### config.mk
export PLATFORM = sky130hd
export DESIGN_NAME = tmc_ctrl
export DESIGN_NICKNAME = d
export VERILOG_FILES = /design/src/rtl/tmc_pkg.sv /design/src/rtl/tmc_ctrl.sv /design/src/rtl/tmc_sync.sv /design/src/rtl/tmc_bus_timeout.sv
export SDC_FILE = /design/constraint.sdc
export NUM_CORES = 1
export LEC_CHECK = 0
export ABC_AREA = 0
export BUFFER_PORTS_ARGS = -buffer_cell sky130_fd_sc_hd__buf_2
export CORE_AREA = 2 2 145 76
export DETAILED_ROUTE_END_ITERATION = 7
export DIE_AREA = 0 0 147 78
export GPL_TIMING_DRIVEN = 0
export PLACE_DENSITY = 0.7
export SETUP_SLACK_MARGIN = 0.15
export SLEW_MARGIN = 20
export SYNTH_ARGS = -nofsm -noshare
export SYNTH_HDL_FRONTEND = slang
export SYNTH_SLANG_ARGS = --single-unit
export TNS_END_PERCENT = 20
### constraint.sdc
create_clock -name clk_sys -period 3.5 [get_ports clk_sys]
set_input_delay 0.7 -clock clk_sys [delete_from_list [all_inputs] [get_ports clk_sys]]
set_output_delay 0.7 -clock clk_sys [all_outputs]
set_load 0.02 [all_outputs]
### src/rtl/tmc_pkg.sv
// Purpose: shared constants, types and carriers of the temperature monitor control block
// Assumes: 8-bit registers selected by a command index from the bus protocol engine
// Notes:   temperatures and limits are two's complement degrees
package tmc_pkg;

  localparam logic [7:0] CMD_CTRL_ONE      = 8'h41;
  localparam logic [7:0] CMD_ALARM_MASK    = 8'h42;
  localparam logic [7:0] CMD_OT_MASK       = 8'h43;
  localparam logic [7:0] CMD_ALARM_STAT    = 8'h44;

  localparam int         CTRL_HALT_BIT     = 7;
  localparam int         CTRL_RESTORE_BIT  = 6;
  localparam int         CTRL_GUARD_BIT    = 5;
  localparam int         CTRL_FAST_BIT     = 4;
  localparam int         CTRL_CANCEL_BIT   = 3;
  localparam int         LOCAL_STAT_BIT    = 6;

  // restore bit is never stored, so it reads back as zero
  localparam logic [7:0] CTRL_ONE_WMASK    = 8'hb8;
  localparam logic [7:0] ALARM_MASK_WMASK  = 8'h4f;
  localparam logic [7:0] OT_MASK_WMASK     = 8'h09;
  localparam logic [7:0] ALARM_STAT_MASK   = 8'h4f;

  localparam logic [7:0] CTRL_ONE_RST      = 8'h00;
  localparam logic [7:0] ALARM_MASK_RST    = 8'h00;
  localparam logic [7:0] OT_MASK_RST       = 8'h00;
  localparam logic [7:0] ALARM_STAT_RST    = 8'h00;

  localparam logic [2:0] CHAN_LOCAL        = 3'h0;
  localparam logic [2:0] CHAN_REMOTE_ONE   = 3'h1;
  localparam logic [2:0] CHAN_LAST         = 3'h4;
  localparam logic [2:0] OT_CHAN_ONE       = 3'h1;
  localparam logic [2:0] OT_CHAN_FOUR      = 3'h4;
  localparam int         OT_MASK_ONE_BIT   = 0;
  localparam int         OT_MASK_FOUR_BIT  = 3;
  localparam logic [8:0] OT_HYST_DEGC      = 9'h004;

  localparam int         CLK_PERIOD_NS     = 5;
  localparam int         BUS_TIMEOUT_US    = 25000;

  typedef enum logic [1:0] {
    SCH_IDLE  = 2'b00,
    SCH_START = 2'b01,
    SCH_WAIT  = 2'b11
  } tmc_sched_state_t;

  typedef struct packed {
    logic       rd;
    logic       wr;
    logic [7:0] cmd;
    logic [7:0] wdata;
  } tmc_reg_req_t;

  typedef struct packed {
    logic       valid;
    logic [2:0] chan;
    logic [7:0] temp;
    logic [7:0] alert_limit;
    logic [7:0] ot_limit;
  } tmc_conv_res_t;

endpackage : tmc_pkg

### src/rtl/tmc_ctrl.sv
// Purpose: configuration, alert status, alarm pins and conversion scheduling
// Assumes: register requests and conversion results come from logic on clk_sys
// Notes:   serial clock pin is sampled only to watch for a stuck bus
`timescale 1ns/100ps
// Behaviour
// a one in the halt bit of control one stops new conversions and holds standby.
// writing one to the restore bit returns all registers to power-on state and it reads zero.
// the guard-off bit at zero enables the bus timeout and at one disables it.
// the fast bit makes the scheduler visit remote channel one between every other channel.
// the cancel bit requests series-resistance cancellation on channel one conversions only.
// alarm mask bit 6 keeps a local crossing off the threshold alarm pin.
// alarm mask bits 3 to 0 keep remote channels 4 to 1 off the threshold alarm pin.
// overtemp mask bits 3 and 0 keep channels 4 and 1 off the overtemp pin.
// a local conversion above its alert limit sets status bit 6.
// a remote conversion above its alert limit sets status bit 3 to 0 for channel 4 to 1.
// all four registers come out of power-on reset at zero.
// the four registers are selected by command index 41, 42, 43 and 44 hex.
// a status read clears the flags and a still-present crossing sets them again.
// the alarm pin follows new flags and releases on a status read or alert response.
// the overtemp pin stays asserted until the temperature falls below limit minus four.
// reserved bits read as zero and ignore writes.
// masks only gate the pins and never stop a status flag being recorded.
module tmc_ctrl #(
  parameter int unsigned BUS_TIMEOUT_US = tmc_pkg::BUS_TIMEOUT_US
) (
  input  wire logic                   clk_sys,
  input  wire logic                   nrst,
  input  wire logic                   ce,
  input  wire tmc_pkg::tmc_reg_req_t  reg_req,
  input  wire logic                   ara_ack,
  input  wire tmc_pkg::tmc_conv_res_t conv_res,
  input  wire logic                   smbclk_pin,
  output logic [7:0]                  reg_rdata,
  output logic                        conv_start,
  output logic [2:0]                  conv_chan,
  output logic                        conv_res_cancel,
  output logic                        threshold_alarm_o,
  output logic                        threshold_alarm_oe,
  output logic                        overtemp_o,
  output logic                        overtemp_oe,
  output logic                        bus_timeout
);

  localparam int unsigned TIMEOUT_CYCLES =
    (BUS_TIMEOUT_US * 32'd1000 + tmc_pkg::CLK_PERIOD_NS - 1) / tmc_pkg::CLK_PERIOD_NS;

  logic [7:0]                ctrl_one_reg;
  logic [7:0]                alarm_mask_reg;
  logic [7:0]                ot_mask_reg;
  logic [7:0]                alarm_stat_reg;
  logic                      srst_reg;
  logic                      alarm_pend_reg;
  logic [1:0]                ot_hold_reg;
  logic [2:0]                round_reg;
  tmc_pkg::tmc_sched_state_t state_reg;
  logic [7:0]                stat_set;
  logic                      wr_ctrl;
  logic                      rd_stat;
  logic                      halt;
  logic                      fast;
  logic                      scl_sync;
  logic [2:0]                pick_chan;
  logic [2:0]                pick_round;

  assign halt    = ctrl_one_reg[tmc_pkg::CTRL_HALT_BIT];
  assign fast    = ctrl_one_reg[tmc_pkg::CTRL_FAST_BIT];
  assign wr_ctrl = reg_req.wr && (reg_req.cmd == tmc_pkg::CMD_CTRL_ONE);
  assign rd_stat = reg_req.rd && (reg_req.cmd == tmc_pkg::CMD_ALARM_STAT);

  // per-channel alert crossings of the result just delivered
  always_comb begin
    stat_set = 8'h00;
    if (conv_res.valid && ($signed(conv_res.temp) > $signed(conv_res.alert_limit))) begin
      if (conv_res.chan == tmc_pkg::CHAN_LOCAL) begin
        stat_set[tmc_pkg::LOCAL_STAT_BIT] = 1'b1;
      end else if (conv_res.chan <= tmc_pkg::CHAN_LAST) begin
        stat_set[conv_res.chan - 3'h1] = 1'b1;
      end
    end
  end

  // restore takes effect one cycle after the write, then drops by itself
  always_ff @(posedge clk_sys or negedge nrst) begin
    if (!nrst) begin
      srst_reg <= 1'b0;
    end else if (ce) begin
      srst_reg <= wr_ctrl && reg_req.wdata[tmc_pkg::CTRL_RESTORE_BIT] && !srst_reg;
    end
  end

  // configuration writes
  always_ff @(posedge clk_sys or negedge nrst) begin
    if (!nrst) begin
      ctrl_one_reg   <= tmc_pkg::CTRL_ONE_RST;
      alarm_mask_reg <= tmc_pkg::ALARM_MASK_RST;
      ot_mask_reg    <= tmc_pkg::OT_MASK_RST;
    end else if (ce) begin
      if (srst_reg) begin
        ctrl_one_reg   <= tmc_pkg::CTRL_ONE_RST;
        alarm_mask_reg <= tmc_pkg::ALARM_MASK_RST;
        ot_mask_reg    <= tmc_pkg::OT_MASK_RST;
      end else if (wr_ctrl) begin
        ctrl_one_reg <= reg_req.wdata & tmc_pkg::CTRL_ONE_WMASK;
      end else if (reg_req.wr && reg_req.cmd == tmc_pkg::CMD_ALARM_MASK) begin
        alarm_mask_reg <= reg_req.wdata & tmc_pkg::ALARM_MASK_WMASK;
      end else if (reg_req.wr && reg_req.cmd == tmc_pkg::CMD_OT_MASK) begin
        ot_mask_reg <= reg_req.wdata & tmc_pkg::OT_MASK_WMASK;
      end
    end
  end

  // sticky flags; a crossing in the clearing cycle survives the read
  always_ff @(posedge clk_sys or negedge nrst) begin
    if (!nrst) begin
      alarm_stat_reg <= tmc_pkg::ALARM_STAT_RST;
    end else if (ce) begin
      if (srst_reg) begin
        alarm_stat_reg <= tmc_pkg::ALARM_STAT_RST;
      end else if (rd_stat) begin
        alarm_stat_reg <= stat_set;
      end else begin
        alarm_stat_reg <= alarm_stat_reg | stat_set;
      end
    end
  end

  // register read data, unmapped commands read zero
  always_ff @(posedge clk_sys or negedge nrst) begin
    if (!nrst) begin
      reg_rdata <= 8'h00;
    end else if (ce) begin
      if (reg_req.cmd == tmc_pkg::CMD_CTRL_ONE) begin
        reg_rdata <= ctrl_one_reg;
      end else if (reg_req.cmd == tmc_pkg::CMD_ALARM_MASK) begin
        reg_rdata <= alarm_mask_reg;
      end else if (reg_req.cmd == tmc_pkg::CMD_OT_MASK) begin
        reg_rdata <= ot_mask_reg;
      end else if (reg_req.cmd == tmc_pkg::CMD_ALARM_STAT) begin
        reg_rdata <= alarm_stat_reg;
      end else begin
        reg_rdata <= 8'h00;
      end
    end
  end

  // alarm pin: raised by a new unmasked flag, dropped by read or alert response
  always_ff @(posedge clk_sys or negedge nrst) begin
    if (!nrst) begin
      alarm_pend_reg <= 1'b0;
    end else if (ce) begin
      if (srst_reg) begin
        alarm_pend_reg <= 1'b0;
      end else if (|(stat_set & ~alarm_mask_reg)) begin
        alarm_pend_reg <= 1'b1;
      end else if (rd_stat || ara_ack) begin
        alarm_pend_reg <= 1'b0;
      end
    end
  end

  // overtemp hold with four-degree hysteresis, channels one and four
  for (genvar i = 0; i < 2; i++) begin : g_ot
    localparam logic [2:0] CH = (i == 0) ? tmc_pkg::OT_CHAN_ONE : tmc_pkg::OT_CHAN_FOUR;
    logic [8:0] release_lvl;
    logic       hit;
    assign release_lvl = {conv_res.ot_limit[7], conv_res.ot_limit} - tmc_pkg::OT_HYST_DEGC;
    assign hit         = conv_res.valid && (conv_res.chan == CH);
    always_ff @(posedge clk_sys or negedge nrst) begin
      if (!nrst) begin
        ot_hold_reg[i] <= 1'b0;
      end else if (ce) begin
        if (srst_reg) begin
          ot_hold_reg[i] <= 1'b0;
        end else if (hit && ($signed(conv_res.temp) > $signed(conv_res.ot_limit))) begin
          ot_hold_reg[i] <= 1'b1;
        end else if (hit && ($signed({conv_res.temp[7], conv_res.temp})
                             < $signed(release_lvl))) begin
          ot_hold_reg[i] <= 1'b0;
        end
      end
    end
  end

  // open-drain pins pull low while asserted
  always_ff @(posedge clk_sys or negedge nrst) begin
    if (!nrst) begin
      threshold_alarm_o  <= 1'b0;
      threshold_alarm_oe <= 1'b0;
      overtemp_o         <= 1'b0;
      overtemp_oe        <= 1'b0;
    end else if (ce) begin
      threshold_alarm_o  <= 1'b0;
      overtemp_o         <= 1'b0;
      threshold_alarm_oe <= alarm_pend_reg && !srst_reg;
      overtemp_oe        <= !srst_reg &&
        ((ot_hold_reg[0] && !ot_mask_reg[tmc_pkg::OT_MASK_ONE_BIT]) ||
         (ot_hold_reg[1] && !ot_mask_reg[tmc_pkg::OT_MASK_FOUR_BIT]));
    end
  end

  // next channel: fast mode slips channel one in after every other channel
  always_comb begin
    pick_round = (round_reg >= tmc_pkg::CHAN_LAST) ? tmc_pkg::CHAN_LOCAL : round_reg + 3'h1;
    if (fast && pick_round == tmc_pkg::CHAN_REMOTE_ONE) begin
      pick_round = pick_round + 3'h1;
    end
    if (fast && conv_chan != tmc_pkg::CHAN_REMOTE_ONE) begin
      pick_chan = tmc_pkg::CHAN_REMOTE_ONE;
    end else begin
      pick_chan = pick_round;
    end
  end

  // scheduler; a halt lets the running conversion finish
  always_ff @(posedge clk_sys or negedge nrst) begin
    if (!nrst) begin
      state_reg       <= tmc_pkg::SCH_IDLE;
      round_reg       <= tmc_pkg::CHAN_LAST;
      conv_start      <= 1'b0;
      conv_chan       <= tmc_pkg::CHAN_LAST;
      conv_res_cancel <= 1'b0;
    end else if (ce) begin
      conv_start <= 1'b0;
      if (srst_reg) begin
        state_reg       <= tmc_pkg::SCH_IDLE;
        round_reg       <= tmc_pkg::CHAN_LAST;
        conv_chan       <= tmc_pkg::CHAN_LAST;
        conv_res_cancel <= 1'b0;
      end else begin
        case (state_reg)
          tmc_pkg::SCH_IDLE: begin
            if (!halt) begin
              state_reg <= tmc_pkg::SCH_START;
            end
          end
          tmc_pkg::SCH_START: begin
            conv_start      <= 1'b1;
            conv_chan       <= pick_chan;
            conv_res_cancel <= (pick_chan == tmc_pkg::CHAN_REMOTE_ONE) &&
                               ctrl_one_reg[tmc_pkg::CTRL_CANCEL_BIT];
            if (pick_chan != tmc_pkg::CHAN_REMOTE_ONE || !fast) begin
              round_reg <= pick_chan;
            end
            state_reg <= tmc_pkg::SCH_WAIT;
          end
          tmc_pkg::SCH_WAIT: begin
            if (conv_res.valid && conv_res.chan == conv_chan) begin
              state_reg <= halt ? tmc_pkg::SCH_IDLE : tmc_pkg::SCH_START;
            end
          end
          default: begin
            state_reg <= tmc_pkg::SCH_IDLE;
          end
        endcase
      end
    end
  end

  tmc_sync #(
    .W (1)
  ) u_scl_sync (
    .clk_sys (clk_sys),
    .nrst    (nrst),
    .ce      (ce),
    .din     (smbclk_pin),
    .dout    (scl_sync)
  );

  // watchdog only runs while the guard-off bit is clear
  tmc_bus_timeout #(
    .CYCLES (TIMEOUT_CYCLES)
  ) u_timeout (
    .clk_sys       (clk_sys),
    .nrst          (nrst),
    .ce            (ce),
    .clr           (srst_reg),
    .enable        (!ctrl_one_reg[tmc_pkg::CTRL_GUARD_BIT]),
    .scl           (scl_sync),
    .timeout_pulse (bus_timeout)
  );
endmodule : tmc_ctrl

### src/rtl/tmc_sync.sv
// Purpose: two-stage synchroniser for pin inputs
// Assumes: inputs asynchronous to clk_sys
// Notes:   first stage feeds only the second
`timescale 1ns/100ps
module tmc_sync #(
  parameter int W = 1
) (
  input  wire logic         clk_sys,
  input  wire logic         nrst,
  input  wire logic         ce,
  input  wire logic [W-1:0] din,
  output logic      [W-1:0] dout
);

  logic [W-1:0] meta_reg;

  for (genvar i = 0; i < W; i++) begin : g_bit
    always_ff @(posedge clk_sys or negedge nrst) begin
      if (!nrst) begin
        meta_reg[i] <= 1'b1;
        dout[i]     <= 1'b1;
      end else if (ce) begin
        meta_reg[i] <= din[i];
        dout[i]     <= meta_reg[i];
      end
    end
  end

endmodule : tmc_sync

### src/rtl/tmc_bus_timeout.sv
// Purpose: serial clock stuck-low watchdog
// Assumes: scl already synchronised
// Notes:   one pulse per low period; re-arms on the next high level
`timescale 1ns/100ps
module tmc_bus_timeout #(
  parameter int unsigned CYCLES = 32'd5000000
) (
  input  wire logic clk_sys,
  input  wire logic nrst,
  input  wire logic ce,
  input  wire logic clr,
  input  wire logic enable,
  input  wire logic scl,
  output logic      timeout_pulse
);

  logic [31:0] low_cnt_reg;
  logic        fired_reg;

  always_ff @(posedge clk_sys or negedge nrst) begin
    if (!nrst) begin
      low_cnt_reg   <= 32'h0;
      fired_reg     <= 1'b0;
      timeout_pulse <= 1'b0;
    end else if (ce) begin
      timeout_pulse <= 1'b0;
      if (clr || !enable || scl) begin
        low_cnt_reg <= 32'h0;
        fired_reg   <= 1'b0;
      end else if (!fired_reg) begin
        if (low_cnt_reg >= CYCLES - 32'd1) begin
          fired_reg     <= 1'b1;
          timeout_pulse <= 1'b1;
        end else begin
          low_cnt_reg <= low_cnt_reg + 32'd1;
        end
      end
    end
  end

endmodule : tmc_bus_timeout

==> impl_metrics.ini <==
[run_status]
status = finished clean

[detailed_routing]
post-route-drc-count = 0
wl_per_cell_um = 15.7
drt_pre_antenna_iters = 5
drtIter0Drc = 254
ant_nets = 0
vias = 4371
drt_wl_total_um = 12000
post_drt_via_cell_ratio = 5.74

[logic_synthesis]
synth_edf_count = 0
netlist_area_um2 = 4980
synth.largest_area_cell = dfrtp_1
ys_seq_area_share_pct = 39.8
ys_top_cells_by_count = dfrtp_1 (75), nand2_1 (44), inv_1 (38)
yosys.area.top_type_share_pct = 37.7
async_reset_ff_share_pct = 100
synthTopCellsByArea = dfrtp_1 (38%), ha_1 (8.0%), nand2_1 (3.3%)
synth_ff_type = dfrtp_1
ys_ff_latch = 79
synth.most_common_cell = dfrtp_1
yosysWarnings = 0
synth_cell_types = 73
synth_cells = 538
avgSynthCellArea_um2 = 9.27

[global_route]
grt_pass1_wl_um = 20200
track_usage_pct = 22.0
grt_max_degree = 49
antenna_found_initial = 0
grt_pass1_vias = 4224
grt-ovfl-total = 0

[die]
io_pins = 69
fp.dieW_um = 147
coreArea_um2 = 10100
die_area_um2 = 11500
start_util_pct = 49.4
fp.dieH_um = 78
rows = 26

[clock_network]
cts.hold.buffers_added = 0
clk_latency_ns = 0.34
cts_buffers = 9
clockBufferDepth = 2
ctsResizeCount = 0
cts_sinks = 79
cts_tree = built
cts_post_setup_buffers_inserted = 0
clk_pin_slew_ns = 0.05
htreeDepth = 3
clock_tree.root_cell = clkbuf_16

[pwr]
power_leakage_nw = 2.67
total_power_w = 0.00274
peakVddDrop_mv = 0.310
p_per_area_nw_per_um2 = 470

[place]
gp_congestion = 0.863
pre_cts_ws_ns = 0.878
port_buffers = 65
dp_hpwl_um = 9020

[layout]
drive_gt1_share_pct = 19.3
syn_to_final_growth_pct = 17.0
fin_nets = 699
num_antenna_cells = 0
largest_register_ffs = 32

[critical_path]
slowest_delay_ns = 0.38
critical_path.startpoint = conv_res[2]
crit_slowest_cell = a2111o_1
crit_family = compound AO/OA/AOI/OAI gates
cp.arrival_ns = 2.50
required_ns = 3.72
reg2reg_from = u_timeout.low_cnt_reg[0]
startpoint_type = input pin
worst-path-buf-inv = 2
cp-end-kind = register
cp_common_cell = ha_1
cp_max_fo = 3
path_class = in2reg
crit_chain = buf_2 > inv_1 > ha_1 > ha_1 > a2111o_1 > o221ai_1 > nand4_1 > a32o_1

[sta]
fin_crit_ns = 2.28
fin_crit_sh_pct = 65.0
tns_ns = 0
setup_violations = 0
slew_headroom_pct = 56.6
tightestPinTransition_ns = 0.647
hold_violations = 0
rsz0062_at_grt = false
slew_viol_final = 0
layout_setup_ws_ns = 1.22
final.setup_skew_ns = 0.00760
max_freq_ghz = 0.439

[job]
max_cap_violations = 0

[worst_hold_path]
hold_path_class = in2async
[layout by cell type, fill, tap and decap left out, types with 8 or more instances in the layout]
cell type and n:
a21oi_1 27, and2_1 12, buf_2 67, clkbuf_1 13, clkbuf_16 9, dfrtp_1 75, ha_1 32, inv_1 38
mux2_2 8, nand2_1 44, nand2b_1 11, nand3_1 18, nand4_1 15, nor2_1 36, nor2b_1 9, nor3_1 15
o21ai_0 23, o31ai_1 17, or4_1 15
[cell type report]
| cell class | count | area [um2] |
|---|---|---|
| plain buffers | 27 | 175 |
| clock buffers | 14 | 284 |
| clock inverters | 2 | 37.5 |
| fillers | 913 | 4250 |
| inverters | 38 | 143 |
| multi-input cells | 395 | 2690 |
| flip-flops and latches | 79 | 1980 |
| well taps | 140 | 175 |
| repair buffers | 66 | 348 |
[per-layer routing]
layer  wire length (um)  global-route usage [%]  share of wire (%)
met1               5620                    28.0                 47
met2               5630                    38.0                 47
met3                573                    4.76                4.8
met4                154                    6.35                1.3
met5                  0                       0                  0
[power breakdown]
part / total [W] / internal [W] / leakage [nW] / switching, W
logic: 0.000584 / 0.000240 / 1.49 / 0.000344
clock network: 0.000998 / 0.000631 / 0.155 / 0.000367
registers: 0.00116 / 0.00105 / 1.02 / 0.000110
total: 0.00274 / 0.00192 / 2.67 / 0.000821
[metrics by stage]
step | cell area, um2 | instances | utilization (%) | hold slack, ns
floorplan | 4990 | 539 | - | 0.404
global placement | 5490 | 744 | 54.4 | 0.471
detailed placement | 5510 | 745 | 54.7 | 0.470
CTS | 5830 | 761 | 57.8 | 0.389
global route | 5830 | 761 | 57.8 | 0.413
finish | 5830 | 761 | 57.8 | 0.376
[kinds of logic (layout without fill, tap and decap cells)]
| family | Yosys count | count (layout) | share of synthesized area [%] |
|---|---|---|---|
| multiplexers | 15 | 15 | 3.21 |
| buffers and inverters | 65 | 147 | 6.38 |
| flip-flops | 79 | 79 | 39.8 |
| adder cells (fa/ha/maj) | 32 | 32 | 8.03 |
| AO/OA/AOI/OAI | 132 | 132 | 18.2 |
| XOR/XNOR | 7 | 7 | 1.23 |
| AND/OR/NAND/NOR | 207 | 207 | 23.1 |
| other | 1 | 2 | 0.0752 |
[path summary, 6_finish.rpt]
path                                             end  slack (ns)  cells after the start
min in group clk_sys       u_timeout.low_cnt_reg[31]        0.49                      1
min reg2reg                u_timeout.low_cnt_reg[31]        0.49                      1
min                                     reg_rdata[0]        0.38                      1
max reg2reg                 u_timeout.low_cnt_reg[7]        1.41                      7
max in group asynchronous            u_scl_sync.dout        2.46                      2
max                                   ot_hold_reg[0]        1.22                      8
Power figures use the tool's default switching activity.
